<file path="src/hdl/fcc_defines.svh">
`ifndef FCC_DEFINES_SVH
`define FCC_DEFINES_SVH

`define FCC_ADDR_W       24
`define FCC_DATA_W       16
`define FCC_ATTR_AW      14
`define FCC_PADDR_W      12
`define FCC_CNT_W        8

`define FCC_REG_CTRL     12'h000
`define FCC_REG_ADDR     12'h004
`define FCC_REG_WDATA    12'h008
`define FCC_REG_RDATA    12'h00c
`define FCC_REG_STATUS   12'h010

`define FCC_CTRL_OP_LSB    0
`define FCC_CTRL_LANE_LSB  4
`define FCC_CTRL_CECTL_BIT 8
`define FCC_CTRL_VPP_BIT   9
`define FCC_CTRL_GO_BIT    31
`define FCC_CTRL_RST       32'h0000_0030

`define FCC_ST_BUSY_BIT    0
`define FCC_ST_DONE_BIT    1
`define FCC_ST_REFUSED_BIT 2
`define FCC_ST_UNSAFE_BIT  3
`define FCC_ST_SUSP_BIT    4
`define FCC_ST_WP_BIT      5

`define FCC_CMD_SUSPEND  8'hb0
`define FCC_CMD_RESUME   8'hd0

`define FCC_CLK_NS       5
`define FCC_T_SETUP_NS   20
`define FCC_T_STROBE_NS  100
`define FCC_T_HOLD_NS    10
`define FCC_T_RECOV_NS   30
`define FCC_CYC(ns)      (((ns) + `FCC_CLK_NS - 1) / `FCC_CLK_NS)
`endif

</file>
<file path="src/hdl/fcc_pkg.sv">
package fcc_pkg;
    typedef enum logic [2:0] {
        ST_IDLE   = 3'b000,
        ST_SETUP  = 3'b001,
        ST_STROBE = 3'b010,
        ST_HOLD   = 3'b011,
        ST_RECOV  = 3'b100
    } fcc_state_e;

    typedef enum logic [1:0] {
        OP_CMN_RD = 2'b00,
        OP_CMN_WR = 2'b01,
        OP_ATT_RD = 2'b10,
        OP_ATT_WR = 2'b11
    } fcc_op_e;
endpackage

</file>
<file path="src/hdl/fcc_ctl_if.sv">
`timescale 1ns/1ps
`include "fcc_defines.svh"
interface fcc_ctl_if #(parameter int AW = `FCC_ADDR_W);
    logic                   start;
    fcc_pkg::fcc_op_e       op;
    logic [1:0]             lanes;
    logic                   cectl;
    logic                   vpp_req;
    logic [AW-1:0]          addr;
    logic [`FCC_DATA_W-1:0] wdata;
    logic [`FCC_DATA_W-1:0] rdata;
    logic                   busy;
    logic                   done;
    logic                   refused;
    logic                   unsafe;
    logic                   susp;
    logic                   wp;

    modport regs (
        output start, op, lanes, cectl, vpp_req, addr, wdata,
        input  rdata, busy, done, refused, unsafe, susp, wp
    );
    modport seq (
        input  start, op, lanes, cectl, vpp_req, addr, wdata,
        output rdata, busy, done, refused, unsafe, susp, wp
    );
endinterface

</file>
<file path="src/hdl/fcc_cnt.sv">
`timescale 1ns/1ps
module fcc_cnt #(
    parameter int W = 8
) (
    input  wire logic         core_clk_i,
    input  wire logic         nrst_i,
    input  wire logic         load_i,
    input  wire logic [W-1:0] val_i,
    output logic              zero_o
);
    logic [W-1:0] cnt_q;

    always_ff @(posedge core_clk_i or negedge nrst_i) begin
        if (!nrst_i) begin
            cnt_q <= '0;
        end else if (load_i) begin
            cnt_q <= val_i;
        end else if (cnt_q != '0) begin
            cnt_q <= cnt_q - W'(1);
        end
    end

    assign zero_o = (cnt_q == '0);
endmodule

</file>
<file path="src/hdl/fcc_regs.sv">
`timescale 1ns/1ps
`include "fcc_defines.svh"
module fcc_regs (
    input  wire logic                    core_clk_i,
    input  wire logic                    nrst_i,
    input  wire logic                    psel_i,
    input  wire logic                    penable_i,
    input  wire logic                    pwrite_i,
    input  wire logic [`FCC_PADDR_W-1:0] paddr_i,
    input  wire logic [31:0]             pwdata_i,
    output logic      [31:0]             prdata_o,
    output logic                         pready_o,
    output logic                         pslverr_o,
    fcc_ctl_if.regs                      ctl
);
    logic [31:0] ctrl_q;
    logic [31:0] addr_q;
    logic [31:0] wdata_q;
    logic [31:0] prdata_q;
    logic        done_q;
    logic        refused_q;
    logic        unsafe_q;
    logic        mapped;
    logic        acc_wr;
    logic [31:0] status;
    logic [31:0] rd_mux;

    // -------------------------------------------------------------
    // Decode
    // -------------------------------------------------------------
    assign mapped = (paddr_i == `FCC_REG_CTRL) || (paddr_i == `FCC_REG_ADDR) ||
                    (paddr_i == `FCC_REG_WDATA) || (paddr_i == `FCC_REG_RDATA) ||
                    (paddr_i == `FCC_REG_STATUS);
    assign acc_wr    = psel_i && penable_i && pwrite_i && mapped;
    assign pready_o  = 1'b1;
    assign pslverr_o = psel_i && penable_i && !mapped;

    // The op, lane and CE-control fields come straight from the write so that a start uses the value written with it.
    assign ctl.start   = acc_wr && (paddr_i == `FCC_REG_CTRL) && pwdata_i[`FCC_CTRL_GO_BIT];
    assign ctl.op      = fcc_pkg::fcc_op_e'(pwdata_i[`FCC_CTRL_OP_LSB +: 2]);
    assign ctl.lanes   = pwdata_i[`FCC_CTRL_LANE_LSB +: 2];
    assign ctl.cectl   = pwdata_i[`FCC_CTRL_CECTL_BIT];
    assign ctl.vpp_req = ctrl_q[`FCC_CTRL_VPP_BIT];
    assign ctl.addr    = addr_q[$bits(ctl.addr)-1:0];
    assign ctl.wdata   = wdata_q[`FCC_DATA_W-1:0];

    // -------------------------------------------------------------
    // Registers
    // -------------------------------------------------------------
    always_ff @(posedge core_clk_i or negedge nrst_i) begin
        if (!nrst_i) begin
            ctrl_q  <= `FCC_CTRL_RST;
            addr_q  <= 32'h0000_0000;
            wdata_q <= 32'h0000_0000;
        end else if (acc_wr) begin
            if (paddr_i == `FCC_REG_CTRL) begin
                ctrl_q <= pwdata_i & ~(32'h0000_0001 << `FCC_CTRL_GO_BIT);
            end
            if (paddr_i == `FCC_REG_ADDR) begin
                addr_q <= pwdata_i & ((32'h0000_0001 << `FCC_ADDR_W) - 32'h0000_0001);
            end
            if (paddr_i == `FCC_REG_WDATA) begin
                wdata_q <= {16'h0000, pwdata_i[`FCC_DATA_W-1:0]};
            end
        end
    end

    // Sticky flags: a new event in the clearing cycle wins over the clear.
    always_ff @(posedge core_clk_i or negedge nrst_i) begin
        if (!nrst_i) begin
            done_q    <= 1'b0;
            refused_q <= 1'b0;
            unsafe_q  <= 1'b0;
        end else begin
            if (acc_wr && (paddr_i == `FCC_REG_STATUS)) begin
                done_q    <= ctl.done || (done_q && !pwdata_i[`FCC_ST_DONE_BIT]);
                refused_q <= ctl.refused || (refused_q && !pwdata_i[`FCC_ST_REFUSED_BIT]);
                unsafe_q  <= ctl.unsafe || (unsafe_q && !pwdata_i[`FCC_ST_UNSAFE_BIT]);
            end else begin
                done_q    <= done_q || ctl.done;
                refused_q <= refused_q || ctl.refused;
                unsafe_q  <= unsafe_q || ctl.unsafe;
            end
        end
    end

    always_comb begin
        status = 32'h0000_0000;
        status[`FCC_ST_BUSY_BIT]    = ctl.busy;
        status[`FCC_ST_DONE_BIT]    = done_q;
        status[`FCC_ST_REFUSED_BIT] = refused_q;
        status[`FCC_ST_UNSAFE_BIT]  = unsafe_q;
        status[`FCC_ST_SUSP_BIT]    = ctl.susp;
        status[`FCC_ST_WP_BIT]      = ctl.wp;
        unique case (paddr_i)
            `FCC_REG_CTRL:   rd_mux = ctrl_q;
            `FCC_REG_ADDR:   rd_mux = addr_q;
            `FCC_REG_WDATA:  rd_mux = wdata_q;
            `FCC_REG_RDATA:  rd_mux = {16'h0000, ctl.rdata};
            `FCC_REG_STATUS: rd_mux = status;
            default:         rd_mux = 32'h0000_0000;
        endcase
    end

    // Read data is sampled in the setup cycle and presented in the access cycle.
    always_ff @(posedge core_clk_i or negedge nrst_i) begin
        if (!nrst_i) begin
            prdata_q <= 32'h0000_0000;
        end else if (psel_i && !penable_i) begin
            prdata_q <= rd_mux;
        end
    end
    assign prdata_o = prdata_q;
endmodule

</file>
<file path="src/hdl/fcc_host.sv">
// Added by the designer: the APB slave port and the register offsets.
`timescale 1ns/1ps
`include "fcc_defines.svh"
module fcc_host #(
    parameter int AW         = `FCC_ADDR_W,
    parameter int SETUP_CYC  = `FCC_CYC(`FCC_T_SETUP_NS),
    parameter int STROBE_CYC = `FCC_CYC(`FCC_T_STROBE_NS),
    parameter int HOLD_CYC   = `FCC_CYC(`FCC_T_HOLD_NS),
    parameter int RECOV_CYC  = `FCC_CYC(`FCC_T_RECOV_NS)
) (
    input  wire logic                    core_clk_i,
    input  wire logic                    nrst_i,
    input  wire logic                    psel_i,
    input  wire logic                    penable_i,
    input  wire logic                    pwrite_i,
    input  wire logic [`FCC_PADDR_W-1:0] paddr_i,
    input  wire logic [31:0]             pwdata_i,
    output logic      [31:0]             prdata_o,
    output logic                         pready_o,
    output logic                         pslverr_o,
    output logic      [AW-1:0]           card_addr_o,
    output logic      [`FCC_DATA_W-1:0]  card_data_o,
    input  wire logic [`FCC_DATA_W-1:0]  card_data_i,
    output logic                         card_data_oe_n_o,
    output logic                         card_ce1_n_o,
    output logic                         card_ce2_n_o,
    output logic                         card_oe_n_o,
    output logic                         card_we_n_o,
    output logic                         card_reg_n_o,
    output logic                         prog_voltage_high_o,
    input  wire logic                    protect_i
);
    localparam int CW = `FCC_CNT_W;

    fcc_ctl_if #(.AW(AW)) ctl ();

    fcc_regs u_regs (
        .core_clk_i (core_clk_i),
        .nrst_i     (nrst_i),
        .psel_i     (psel_i),
        .penable_i  (penable_i),
        .pwrite_i   (pwrite_i),
        .paddr_i    (paddr_i),
        .pwdata_i   (pwdata_i),
        .prdata_o   (prdata_o),
        .pready_o   (pready_o),
        .pslverr_o  (pslverr_o),
        .ctl        (ctl)
    );

    fcc_pkg::fcc_state_e state_q;
    fcc_pkg::fcc_state_e state_d;
    logic                wr_q;
    logic                attr_q;
    logic                cectl_q;
    logic [1:0]          lanes_q;
    logic [`FCC_DATA_W-1:0] wdata_q;
    logic [`FCC_DATA_W-1:0] rdata_q;
    logic                start_wr;
    logic                start_ok;
    logic                wr_n;
    logic                attr_n;
    logic                cectl_n;
    logic [1:0]          lanes_n;
    logic                cnt_load;
    logic [CW-1:0]       cnt_val;
    logic                cnt_zero;
    logic                ce_act;
    logic                we_act;
    logic                oe_act;
    logic                drv;
    logic                xfer_end;
    logic                susp_q;
    logic                pend_q;
    logic                vreq_q;
    logic                vpp_q;

    // -------------------------------------------------------------
    // Request acceptance
    // -------------------------------------------------------------
    assign start_wr = (ctl.op == fcc_pkg::OP_CMN_WR) || (ctl.op == fcc_pkg::OP_ATT_WR);
    // A write while the protect pin is high would be dropped by the card, so refuse it.
    assign start_ok = ctl.start && (state_q == fcc_pkg::ST_IDLE) && (ctl.lanes != 2'b00) &&
                      !(start_wr && protect_i);
    assign ctl.refused = ctl.start && !start_ok;
    assign ctl.busy    = (state_q != fcc_pkg::ST_IDLE);
    assign ctl.wp      = protect_i;

    assign wr_n    = start_ok ? start_wr : wr_q;
    assign attr_n  = start_ok ? ctl.op[1] : attr_q;
    assign cectl_n = start_ok ? ctl.cectl : cectl_q;
    assign lanes_n = start_ok ? ctl.lanes : lanes_q;

    always_ff @(posedge core_clk_i or negedge nrst_i) begin
        if (!nrst_i) begin
            wr_q        <= 1'b0;
            attr_q      <= 1'b0;
            cectl_q     <= 1'b0;
            lanes_q     <= 2'b00;
            wdata_q     <= 16'h0000;
            card_addr_o <= '0;
        end else if (start_ok) begin
            wr_q    <= start_wr;
            attr_q  <= ctl.op[1];
            cectl_q <= ctl.cectl;
            lanes_q <= ctl.lanes;
            // An upper-only byte travels on the high lanes.
            wdata_q <= (ctl.lanes == 2'b10) ? {ctl.wdata[7:0], 8'h00} : ctl.wdata;
            // Attribute space decodes only the low address lines.
            card_addr_o <= ctl.op[1] ?
                (ctl.addr & AW'((1 << `FCC_ATTR_AW) - 1)) : ctl.addr;
        end
    end

    // -------------------------------------------------------------
    // Cycle sequencer
    // -------------------------------------------------------------
    always_comb begin
        state_d = state_q;
        unique case (state_q)
            fcc_pkg::ST_IDLE:   if (start_ok) state_d = fcc_pkg::ST_SETUP;
            fcc_pkg::ST_SETUP:  if (cnt_zero) state_d = fcc_pkg::ST_STROBE;
            fcc_pkg::ST_STROBE: if (cnt_zero) state_d = fcc_pkg::ST_HOLD;
            fcc_pkg::ST_HOLD:   if (cnt_zero) state_d = fcc_pkg::ST_RECOV;
            fcc_pkg::ST_RECOV:  if (cnt_zero) state_d = fcc_pkg::ST_IDLE;
            default:            state_d = fcc_pkg::ST_IDLE;
        endcase
    end

    always_ff @(posedge core_clk_i or negedge nrst_i) begin
        if (!nrst_i) begin
            state_q <= fcc_pkg::ST_IDLE;
        end else begin
            state_q <= state_d;
        end
    end

    assign cnt_load = (state_d != state_q);
    always_comb begin
        unique case (state_d)
            fcc_pkg::ST_SETUP:  cnt_val = CW'(SETUP_CYC - 1);
            fcc_pkg::ST_STROBE: cnt_val = CW'(STROBE_CYC - 1);
            fcc_pkg::ST_HOLD:   cnt_val = CW'(HOLD_CYC - 1);
            fcc_pkg::ST_RECOV:  cnt_val = CW'(RECOV_CYC - 1);
            default:            cnt_val = '0;
        endcase
    end

    fcc_cnt #(.W(CW)) u_cnt (
        .core_clk_i (core_clk_i),
        .nrst_i     (nrst_i),
        .load_i     (cnt_load),
        .val_i      (cnt_val),
        .zero_o     (cnt_zero)
    );

    // -------------------------------------------------------------
    // Card pins
    // -------------------------------------------------------------
    // Pins are decoded from the next state and registered, so strobes never glitch.
    // In a CE-controlled write WE leads and trails, so CE's rising edge ends the cycle.
    always_comb begin
        ce_act = ((state_d == fcc_pkg::ST_SETUP) && !(wr_n && cectl_n)) ||
                 (state_d == fcc_pkg::ST_STROBE) ||
                 ((state_d == fcc_pkg::ST_HOLD) && wr_n && !cectl_n);
        we_act = wr_n && ((state_d == fcc_pkg::ST_STROBE) ||
                 (cectl_n && ((state_d == fcc_pkg::ST_SETUP) ||
                              (state_d == fcc_pkg::ST_HOLD))));
        oe_act = !wr_n && (state_d == fcc_pkg::ST_STROBE);
        // Data stays driven past the ending rising edge for the card to latch it.
        drv    = wr_n && (state_d != fcc_pkg::ST_IDLE) &&
                 (state_d != fcc_pkg::ST_RECOV);
    end

    always_ff @(posedge core_clk_i or negedge nrst_i) begin
        if (!nrst_i) begin
            card_ce1_n_o     <= 1'b1;
            card_ce2_n_o     <= 1'b1;
            card_oe_n_o      <= 1'b1;
            card_we_n_o      <= 1'b1;
            card_reg_n_o     <= 1'b1;
            card_data_oe_n_o <= 1'b1;
        end else begin
            card_ce1_n_o     <= !(ce_act && lanes_n[0]);
            card_ce2_n_o     <= !(ce_act && lanes_n[1]);
            card_oe_n_o      <= !oe_act;
            card_we_n_o      <= !we_act;
            card_reg_n_o     <= !(attr_n && (state_d != fcc_pkg::ST_IDLE));
            card_data_oe_n_o <= !drv;
        end
    end
    assign card_data_o = wdata_q;

    // Read data is taken in the last cycle of OE low; OE and CE then rise before any
    // further read, which is what refreshes the card's status latch.
    always_ff @(posedge core_clk_i or negedge nrst_i) begin
        if (!nrst_i) begin
            rdata_q <= 16'h0000;
        end else if ((state_q == fcc_pkg::ST_STROBE) && cnt_zero && !wr_q) begin
            unique case (lanes_q)
                2'b01:   rdata_q <= {8'h00, card_data_i[7:0]};
                2'b10:   rdata_q <= {8'h00, card_data_i[15:8]};
                default: rdata_q <= card_data_i;
            endcase
        end
    end
    assign ctl.rdata = rdata_q;

    assign xfer_end = (state_q == fcc_pkg::ST_RECOV) && cnt_zero;
    assign ctl.done = xfer_end;

    // -------------------------------------------------------------
    // Programming voltage
    // -------------------------------------------------------------
    always_ff @(posedge core_clk_i or negedge nrst_i) begin
        if (!nrst_i) begin
            susp_q <= 1'b0;
        end else if (xfer_end && wr_q && !attr_q) begin
            if (wdata_q[7:0] == `FCC_CMD_SUSPEND) begin
                susp_q <= 1'b1;
            end else if (wdata_q[7:0] == `FCC_CMD_RESUME) begin
                susp_q <= 1'b0;
            end
        end
    end
    assign ctl.susp = susp_q;

    // A common write made at high voltage may be a program or erase still running.
    // Clearing the VPP request bit before a later common read flags the result as unreliable, even while a suspend holds the voltage high.
    always_ff @(posedge core_clk_i or negedge nrst_i) begin
        if (!nrst_i) begin
            pend_q <= 1'b0;
            vreq_q <= 1'b0;
            vpp_q  <= 1'b0;
        end else begin
            vreq_q <= ctl.vpp_req;
            vpp_q  <= ctl.vpp_req || susp_q;
            if (xfer_end && !attr_q) begin
                pend_q <= wr_q && vpp_q;
            end
        end
    end
    assign ctl.unsafe          = pend_q && vreq_q && !ctl.vpp_req;
    assign prog_voltage_high_o = vpp_q;
endmodule

</file>
<file path="config.mk">
export PLATFORM = sky130hd
export DESIGN_NAME = fcc_host
export DESIGN_NICKNAME = d
export VERILOG_FILES = /design/src/hdl/fcc_pkg.sv /design/src/hdl/fcc_ctl_if.sv /design/src/hdl/fcc_cnt.sv /design/src/hdl/fcc_regs.sv /design/src/hdl/fcc_host.sv
export VERILOG_INCLUDE_DIRS = /design/src /design/src/hdl
export SDC_FILE = /design/constraint.sdc
export NUM_CORES = 1
export LEC_CHECK = 0
export ABC_AREA = 1
export CORE_AREA = 5 5 109 187
export DETAILED_ROUTE_END_ITERATION = 16
export DIE_AREA = 0 0 114 192
export DONT_BUFFER_PORTS = 1
export GPL_ROUTABILITY_DRIVEN = 0
export PLACE_DENSITY = 0.6
export SLEW_MARGIN = 15
export SYNTH_ARGS = -nofsm -noshare
export SYNTH_HDL_FRONTEND = slang
export SYNTH_SLANG_ARGS = --single-unit
export TNS_END_PERCENT = 1
</file>
<file path="constraint.sdc">
create_clock -name core_clk_i -period 2.1 [get_ports core_clk_i]
set_input_delay 0.105 -clock core_clk_i [delete_from_list [all_inputs] [get_ports core_clk_i]]
set_output_delay 0.105 -clock core_clk_i [all_outputs]
set_load 0.1 [all_outputs]
</file>
### Yosys cells after proc, flatten, opt, wreduce, memory -nomap -nowiden

Index checks and enable logic that the tools add are counted.

| storage, ports and cells | value |
|---|---|
| register bits | 188 |
| input port bits | 66 |
| output and inout port bits | 81 |
| logic and storage cells | 155 |

| operators by class | value |
|---|---|
| $add $sub $neg | 1 |
| equal/unequal tests | 21 |
| mux-type cells | 22 |
| reductions and logical operators | 85 |

Operators by type and width:

| kind | number |
|---|---|
| $pmux W31 S5 | 1 |
| $logic_and A1 B1 Y1 | 37 |
| $pmux W16 S2 | 1 |
| $eq A12 B4 Y1 const B | 2 |
| $mux W24 | 1 |
| $pmux W5 S4 | 1 |
| $logic_not A1 Y1 | 19 |
| $eq A8 B8 Y1 const B | 2 |
| $logic_or A1 B1 Y1 | 16 |
| $mux W16 | 1 |
| $mux W8 | 2 |
| $mux W3 | 5 |
| $pmux W3 S5 | 1 |
| $eq A12 B3 Y1 const B | 1 |
| $eq A12 B5 Y1 const B | 1 |
| $eq A3 B2 Y1 const B | 4 |
| $logic_not A12 Y1 | 1 |
| $logic_not A8 Y1 | 1 |
| $mux W1 | 8 |
| $reduce_and A2 Y1 | 4 |
| $reduce_bool A8 Y1 | 1 |
| $sub A8 B1 Y8 const B | 1 |
| $eq A2 B2 Y1 const B | 3 |
| $eq A3 B1 Y1 const B | 2 |
| other kinds (8) | 13 |

### Longest topological paths before layout

Gate-level depths: netlist (run 1).

| depth | value |
|---|---|
| depth in word-level cells | 19 |
| depth in mapped cells | 15 |
| mapped depth without buffers | 15 |

### Cells and area by module

A second synthesis (run 1) with hierarchy kept.

| second synthesis, totals | value |
|---|---|
| cell total of the unflattened synthesis | 1028 |
| area, all modules | 8619.5 sq um |

By module, submodules not included:

| module | instances | cells an instance | area an instance (sq um) | seq. area each (sq um) |
|---|---|---|---|---|
| fcc_regs | 1 | 608 | 4933.5 | 2630.0 |
| fcc_host | 1 | 349 | 3173.0 | 1859.3 |
| fcc_cnt | 1 | 71 | 513.0 | 200.2 |

### Least setup slack after synthesis (run 1)

OpenSTA, ideal clock, no wires.

| timing path | value |
|---|---|
| kind | input to output |
| start | input paddr_i[0] |
| end | output pslverr_o |
| arrival time | 1738 ps |
| data required time | 1995 ps |
| slack | 257 ps |
| stages | 6 |
| buffers on the path | 0 |
| cells stage by stage | inv_2 -> nand2_2 -> nor2_4 -> nand3_2 -> nand2_2 -> nor2_1 |

| between the ends | value |
|---|---|
| word-level cells in the longest chain between the ends | 7 |
| elaborated cells between the ends (all ways) | 11 |
| classes of those cells | 4 x eq/ne; 7 x reduce/logical |

Ends and longest elaborated chain:

| item | line | text |
|---|---|---|
| from (decl) | fcc_host.sv:16 | `` input wire logic [`FCC_PADDR_W-1:0] paddr_i, `` |
| $eq A12 B3 Y1 (no line) or $logic_not A12 Y1 (tied branches) | n/a |  |
| $logic_or A1 B1 Y1 (3 in a row) | fcc_regs.sv:31 | `` assign mapped = (paddr_i == `FCC_REG_CTRL) \|\| (paddr_i == `FCC_REG_ADDR) \|\| `` |
| $logic_or A1 B1 Y1 * | fcc_regs.sv:31 |  |
| $logic_not A1 Y1 * | fcc_regs.sv:36 | `assign pslverr_o = psel_i && penable_i && !mapped;` |
| $logic_and A1 B1 Y1 * | fcc_regs.sv:36 |  |
| to (decl) | fcc_host.sv:20 | `output logic pslverr_o,` |

Every way passes the cells marked *; elsewhere a longest branch is shown, timed or not.

### Final worst setup path (run 1)

| timing path | value |
|---|---|
| start | register u_cnt.cnt_q[0] |
| end | register u_cnt.cnt_q[2] |

| between the ends | value |
|---|---|
| word-level cells in the longest chain between the ends | 6 |
| elaborated cells between the ends (all ways) | 17 |
| classes of those cells | 1 x add/sub; 5 x eq/ne; 8 x mux; 3 x reduce/logical |

Ends and longest elaborated chain:

| item | line | text |
|---|---|---|
| from (decl) | fcc_cnt.sv:11 | `logic [W-1:0] cnt_q;` |
| from (signal assigned) | fcc_cnt.sv:17 | `cnt_q <= val_i;` |
| from (signal assigned) | fcc_cnt.sv:19 | `cnt_q <= cnt_q - W'(1);` |
| $logic_not A8 Y1 * | fcc_cnt.sv:23 | `assign zero_o = (cnt_q == '0);` |
| $mux W3, on equally long branches | n/a |  |
| $pmux W3 S5 * | fcc_host.sv:120 | `unique case (state_q)` |
| named net state_d[0] | fcc_host.sv:52 | `fcc_pkg::fcc_state_e state_d;` |
| $eq A3 B3 Y1 (tied with other cells) | fcc_host.sv:140 | `unique case (state_d)` |
| $pmux W5 S4 | fcc_host.sv:140 |  |
| $mux W8 | fcc_cnt.sv:16 | `end else if (load_i) begin` |

The timed path passes the listed nets; every way through them passes the cells marked *. The select of a mux whose other input is x is not followed.
A chain may end at the register's enable or synchronous reset.

==> flow_summary_export.csv, run 1 <==
group,metric,value,unit
yosys,synth_top_area_cell,"dfrtp_1",
placement,port_buffers,0,
global_route,grt_max_degree,188,
clock_network,cts_sinks,187,
placement,placedCellCount,1212,
worst_setup_path,crit_end,"u_cnt.cnt_q[2]$_DFFE_PN0P_",
floorplan,io_pins,147,
yosys,netlist_instances,924,
clock_network,insertion_delay,430,ps
worst_setup_path,r2r_end,"u_cnt.cnt_q[2]$_DFFE_PN0P_",
detailed_routing,postRouteWirelength,23090,um
worst_setup_path,reg2reg_slack,160,ps
clock_network,htreeDepth,4,
placement,place_ws,109.6,ps
clock_network,ctsLongestPathBuffers,2,
clock_network,hold_buffers,48,
clock_network,cts_buffers,17,
pwr,p_int,5.461,mW
yosys,async_flop_share,100.0,%
worst_setup_path,crit_path_start_kind,"register",
sta,tightest_slew,663.3,ps
floorplan,coreArea,18580,um^2
clock_network,clk_pin_slew,80,ps
sta,clock.fmax,514.7,MHz
worst_setup_path,required,2430,ps
sta,slew_headroom,55.68,%
run_status,outcome,"complete, but fails checks",
worst_setup_path,timing.rr.start,"u_cnt.cnt_q[0]$_DFFE_PN0P_",
worst_setup_path,path_class,"register to register",
yosys,netlist.area_leader.share,54.49,%
placement,dpl_cell_area,9051,um^2
worst_setup_path,end_kind,"register",
final_layout,area_delta_synth_final,23.20,%
sta,rsz0062_at_grt,"true",
global_route,grt_pass1_wl,36450,um
yosys,yosysSeqAreaShare,57.05,%
pwr,switching_share,24.87,%
floorplan,die_h,192,um
worst_setup_path,crit_arrival,2270,ps
detailed_routing,drt_pre_antenna_iters,5,
detailed_routing,vias,6641,
yosys,synth-warning-count,0,
yosys,synth_simple_gate_area_share,17.88,%
sta,finClkSkew,11.90,ps
yosys,synth_top_family_by_area,"simple AND/OR/NAND/NOR gates",
floorplan,die_x,114,um
yosys,yosys.area_share.adder,0.6088,%
final_layout,fillerInstances,1729,
floorplan,num_rows,66,
placement,dp_hpwl,16290,um
sta,min_period,1943,ps
global_route,grt_pass1_vias,6702,
global_route,gr-total-overflow,0,
sta,final_max_slew_viol_count,0,
pwr,comb_power_share,5.7,%
pwr,finalPower,7.269,mW
yosys,syn_avg_cell_area,8.897,um^2
sta,finalHoldViolCount,187,
yosys,synth_xor_xnor_area_share,0.6393,%
min_path,min_path_type,"input pin to async pin",
yosys,synth-edff-count,0,
yosys,synth_top_cells_by_area,"dfrtp_1 (54%), o21ai_0 (10%), nand2_1 (9.6%)",
sta,fin_tns_setup,0,ps
final_layout,drive_above_1_share,16.11,%
run,cap_violations,0,
pwr,p_switching,1.808,mW
final_layout,postLayoutCoreUtil,54.51,%
worst_setup_path,cp-startpoint,"u_cnt.cnt_q[0]$_DFFE_PN0P_",
clock_network,cts_tree,"built",
yosys,synth-compound-area-share,15.72,%
yosys,synthMuxAreaShare,0,%
pwr,ir_worst_vdd,480.9,uV
final_layout,fin_cells,1293,
pwr,power_frac_clock,44.1,%
final_layout,finish.instance_area,10130,um^2
floorplan,die-area,21890,um^2
sta,setup_viol,0,
detailed_routing,drt_iter0_drc,600,
pwr,p_leak,4.855,nW
detailed_routing,drc,0,
yosys,synth_ff_type,"dfrtp_1",
sta,final.setup.worst_slack,157.0,ps
detailed_routing,wl_per_cell,17.86,um
yosys,synth_nets,994,
worst_setup_path,r2r_cells,13,
floorplan,start_util,44.24,%
global_route,antenna_found_initial,0,
detailed_routing,ant_nets,0,
pwr,seq_power_share,50.2,%
sta,hold_slack,-633.8,ps
yosys,synth.cell_area,8220,um^2
run_status,violations,"hold timing",
global_route,groute.usage.overall,21.78,%
pwr,power.density,717.8,nW/um^2
yosys,synth.most_common_cell,"nand2_1",
clock_network,ctsRootBufferMaster,"clkbuf_16",
final_layout,antenna_cells,0,
worst_setup_path,cp_max_fo,8,
detailed_routing,vias_per_cell,5.136,
yosys,yosys.cell_types.count,45,
sta,finalCritPeriodShare,92.52,%
yosys,synth_common_cells,"nand2_1 (210), dfrtp_1 (179), o21ai_0 (165)",
yosys,ys_ff_latch,187,
final_layout,nets,1112,
==> final cells by class <==
type,count,area (um^2),share of cell area (%)
multi-input cells,571,2885,28.49
repair buffers,142,1211,11.96
clock inverters,13,145.1,1.433
flip-flops and latches,187,4690,46.31
inverters,123,465.4,4.596
clock buffers,19,432.9,4.275
well taps,238,297.8,2.940
==> sequential cells by signal, indices dropped and copies added, names as in the netlist, 2 cells and up <==
register / count
u_regs.addr_q: 24
state_q: 3
u_regs.ctrl_q: 31
u_cnt.cnt_q: 8
card_data_o: 16
u_regs.prdata_o: 31
ctl.rdata: 16
lanes_q: 2
u_regs.wdata_q: 16
card_addr_o: 24
==> worst max-delay path, cell delays in order (launching register included) <==
cell and delay (ps):
dfrtp_1 420, inv_1 90, ha_1 170, nand2_1 110
nor2_4 200, inv_2 80, o21ai_1 130, nand3_1 120
nand2_4 130, nand2_4 60, nand2_4 110, inv_4 50
nor2_1 90, nor2_1 60
==> cell usage in the layout, fill, tap and decap left out, types with 2 or more instances in the layout <==
cell / n
a21oi_1: 10
a21oi_2: 3
a22o_1: 13
a31oi_1: 8
buf_12: 2
buf_4: 92
clkbuf_1: 2
clkbuf_16: 17
clkinv_4: 2
conb_1: 2
dfrtp_1: 179
dfstp_2: 8
dlygate4sd3_1: 48
ha_1: 4
inv_1: 115
inv_2: 6
inv_6: 6
inv_8: 4
nand2_1: 210
nand2_2: 4
nand2_4: 5
nand3_1: 53
nand4_1: 5
nor2_1: 24
nor2_2: 6
nor2_4: 4
nor3_1: 4
o21ai_0: 163
o21ai_1: 9
o22ai_1: 12
o31ai_1: 6
o32a_1: 6
xor2_1: 5
==> repair_timing <==
| item | 4_1_cts | 5_1_grt |
|---|---|---|
| resized for setup | 0 | 4 |
| endpoints found under the hold margin | 290 | 187 |
| buffers inserted | 0 | 1 |
| setup endpoints to repair | 0 | 7 |
==> how the worst min path moves through the flow <==
stage / from / to / depth (start not counted)
2_1_floorplan: nrst_i / attr_q$_DFF_PN0_ / 0
3_3_place_gp: nrst_i / ctl.rdata[0]$_DFFE_PN0P_ / 0
3_5_place_dp: nrst_i / wr_q$_DFF_PN0_ / 0
4_1_cts: nrst_i / u_cnt.cnt_q[2]$_DFFE_PN0P_ / 0
5_1_grt: nrst_i / u_cnt.cnt_q[4]$_DFFE_PN0P_ / 0
6_report: nrst_i / u_cnt.cnt_q[1]$_DFFE_PN0P_ / 0
==> logic make-up (layout without fill, tap and decap cells) <==
logic type | after synthesis | after routing
xor gates and xnor gates | 6 | 6
adders and majority gates | 4 | 4
and+or+nand+nor | 327 | 327
buffers and inverters | 166 | 297
DFF | 187 | 187
other | 2 | 2
AOI/OAI and AO/OA | 232 | 232
==> power by group through the flow <==
stage | logic, mW | clock network, mW | registers, mW
2_1_floorplan | 0.147 | 0 | 3.82
3_3_place_gp | 0.329 | 0 | 3.72
3_5_place_dp | 0.331 | 0 | 3.72
4_1_cts | 0.417 | 3.28 | 3.65
5_1_grt | 0.441 | 3.44 | 3.65
6_report | 0.416 | 3.20 | 3.65
==> per-layer routing <==
| metal | GRT usage [%] | routed length [um] | up-vias | part of all wire [%] |
|---|---|---|---|---|
| met3 | 4.918 | 1282 | 52 | 5.6 |
| li1 | - | - | 3240 | - |
| met5 | 0 | 0 | - | 0 |
| met2 | 37.82 | 11940 | 180 | 52 |
| met1 | 24.63 | 8684 | 3169 | 38 |
| met4 | 11.61 | 1181 | 0 | 5.1 |
No activity file was read; power rests on OpenSTA's default activity.
==> run 2: changes to the inputs <==
- CORE_AREA: 5 5 109 187 -> 5 5 104 180
- CTS_CLUSTER_SIZE: not set -> 20
- DIE_AREA: 0 0 114 192 -> 0 0 109 185
- PLACE_DENSITY: 0.6 -> 0.64
==> flow_summary_export.csv, run 2 (synthesis results as in run 1) <==
group,metric,value,unit
clock_network,cts_buffers,17,
detailed_routing,drt_iter0_drc,444,
clock_network,hold_buffers,47,
worst_setup_path,crit_path_start_kind,"register",
sta,finalHoldViolCount,187,
detailed_routing,wl_per_cell,17.72,um
run_status,outcome,"complete, but fails checks",
worst_setup_path,r2r_end,"u_cnt.cnt_q[2]$_DFFE_PN0P_",
final_layout,nets,1109,
pwr,ir_worst_vdd,534.4,uV
sta,slew_headroom,65.59,%
clock_network,cts_setup_buffers,0,
pwr,switching_share,24.55,%
placement,port_buffers,0,
min_path,min_path_type,"input pin to async pin",
detailed_routing,drc,0,
detailed_routing,ant_nets,0,
pwr,p_int,5.483,mW
clock_network,cts_sinks,187,
global_route,antenna_found_initial,0,
clock_network,clk_pin_slew,70,ps
detailed_routing,vias,6648,
worst_setup_path,path_class,"register to register",
worst_setup_path,end_kind,"register",
final_layout,area_delta_synth_final,22.98,%
sta,final_max_slew_viol_count,0,
sta,rsz0062_at_grt,"true",
final_layout,fillerInstances,1544,
global_route,groute.usage.overall,23.05,%
clock_network,htreeDepth,4,
floorplan,io_pins,147,
final_layout,layout_common_cells,"nand2_1 (209), dfrtp_1 (179), o21ai_0 (164), inv_1 (115), buf_4 (90)",
clock_network,insertion_delay,430,ps
pwr,seq_power_share,50.2,%
worst_setup_path,reg2reg_slack,150,ps
floorplan,die_h,185,um
global_route,grt_pass1_wl,34900,um
detailed_routing,vias_per_cell,5.182,
pwr,p_leak,4.844,nW
detailed_routing,drt_pre_antenna_iters,5,
clock_network,ctsLongestPathBuffers,2,
floorplan,num_rows,64,
placement,placedCellCount,1204,
pwr,power.density,718.8,nW/um^2
worst_setup_path,cp-startpoint,"u_cnt.cnt_q[2]$_DFFE_PN0P_",
floorplan,start_util,47.75,%
detailed_routing,postRouteWirelength,22730,um
run,cap_violations,0,
sta,setup_viol,0,
run_status,violations,"hold timing",
worst_setup_path,cp_max_fo,8,
worst_setup_path,required,2420,ps
floorplan,coreArea,17220,um^2
pwr,power_frac_clock,44.1,%
sta,clock.fmax,512.0,MHz
final_layout,drive_above_1_share,16.35,%
global_route,grt_pass1_vias,6588,
sta,tightest_slew,517.3,ps
clock_network,cts_tree,"built",
global_route,gr-total-overflow,0,
worst_setup_path,r2r_cells,12,
worst_setup_path,crit_arrival,2270,ps
sta,hold_slack,-621.2,ps
final_layout,antenna_cells,0,
sta,min_period,1953,ps
final_layout,layout_commonest_cell,"nand2_1",
clock_network,ctsRootBufferMaster,"clkbuf_16",
sta,finalCritPeriodShare,93.01,%
worst_setup_path,timing.rr.start,"u_cnt.cnt_q[2]$_DFFE_PN0P_",
sta,finClkSkew,9.091,ps
placement,dp_hpwl,16070,um
final_layout,fin_cells,1283,
floorplan,die-area,20170,um^2
global_route,grt_max_degree,188,
floorplan,die_x,109,um
pwr,comb_power_share,5.7,%
pwr,p_switching,1.784,mW
==> run 2: cell count changes in the layout (fill, tap and decap cells not counted), sizes merged <==
| cell | delta |
|---|---|
| clkinv | +1 |
| dlygate4sd3 | -1 |
| clkbuf | -1 |
| clkinvlp | +2 |
| buf | -2 |
| inv | -2 |
==> run 2: worst max-delay path by stage <==
stage / endpoint
after floorplan: pslverr_o
after global placement: u_cnt.cnt_q[7]$_DFFE_PN0P_
after CTS: u_cnt.cnt_q[7]$_DFFE_PN0P_
final: u_cnt.cnt_q[2]$_DFFE_PN0P_
after detailed placement: u_cnt.cnt_q[7]$_DFFE_PN0P_
after global routing: u_cnt.cnt_q[1]$_DFFE_PN0P_
==> run 2: critical path, cell delays in order, from the launching register on <==
cell and delay, ps:
dfrtp_1 430, nor2_2 200, nand2_1 120, nor2_4 240, inv_2 90, o21ai_1 130
nand3_1 130, nand2_4 140, nand2_4 60, nand2_4 110, inv_4 50, nor2_1 90
nor2_1 60
==> run 2: power by group through the flow <==
stage / Sequential [mW] / Combinational, mW / Clock [mW]
2_1_floorplan: 3.82 / 0.147 / 0
3_3_place_gp: 3.72 / 0.328 / 0
3_5_place_dp: 3.72 / 0.330 / 0
4_1_cts: 3.65 / 0.412 / 3.25
5_1_grt: 3.65 / 0.437 / 3.41
6_report: 3.65 / 0.412 / 3.21
==> run 2: timing repair <==
action / 4_1_cts / 5_1_grt
hold endpoints to repair: 284 / 187
setup endpoints to repair: 0 / 8
gates resized for setup: 0 / 5
==> run 2: stage by stage <==
stage,instance area [um^2],setup TNS (ps),worst slack [ps],power (mW),util (%)
after floorplan,8220,0,257.3,3.966,-
after global placement,9035,0,230.6,4.046,52.48
after detailed placement,9035,0,133.0,4.047,52.48
after CTS,10100,0,111.7,7.313,58.64
after global routing,10110,-87.62,-37.76,7.492,58.72
final,10110,0,146.9,7.267,58.72
==> run 2: layout make-up <==
cell class                 count  area (um^2)  share of cell area [%]
sequential                   187         4690                   46.39
clock inverter                14        151.4                   1.498
timing repair buffer         139         1186                   11.73
inverter                     123        465.4                   4.604
clock buffer                  18        439.2                   4.344
multi-input combinational    571         2889                   28.58
tap                          231        289.0                   2.859
==> run 2: per-layer routing <==
metal | track usage (%) | up-vias | part of all wire [%]
met2 | 40.10 | 198 | 52
met4 | 11.27 | 0 | 4.5
met3 | 4.848 | 49 | 5.7
li1 | - | 3244 | -
met5 | 0 | - | 0
met1 | 26.57 | 3157 | 37
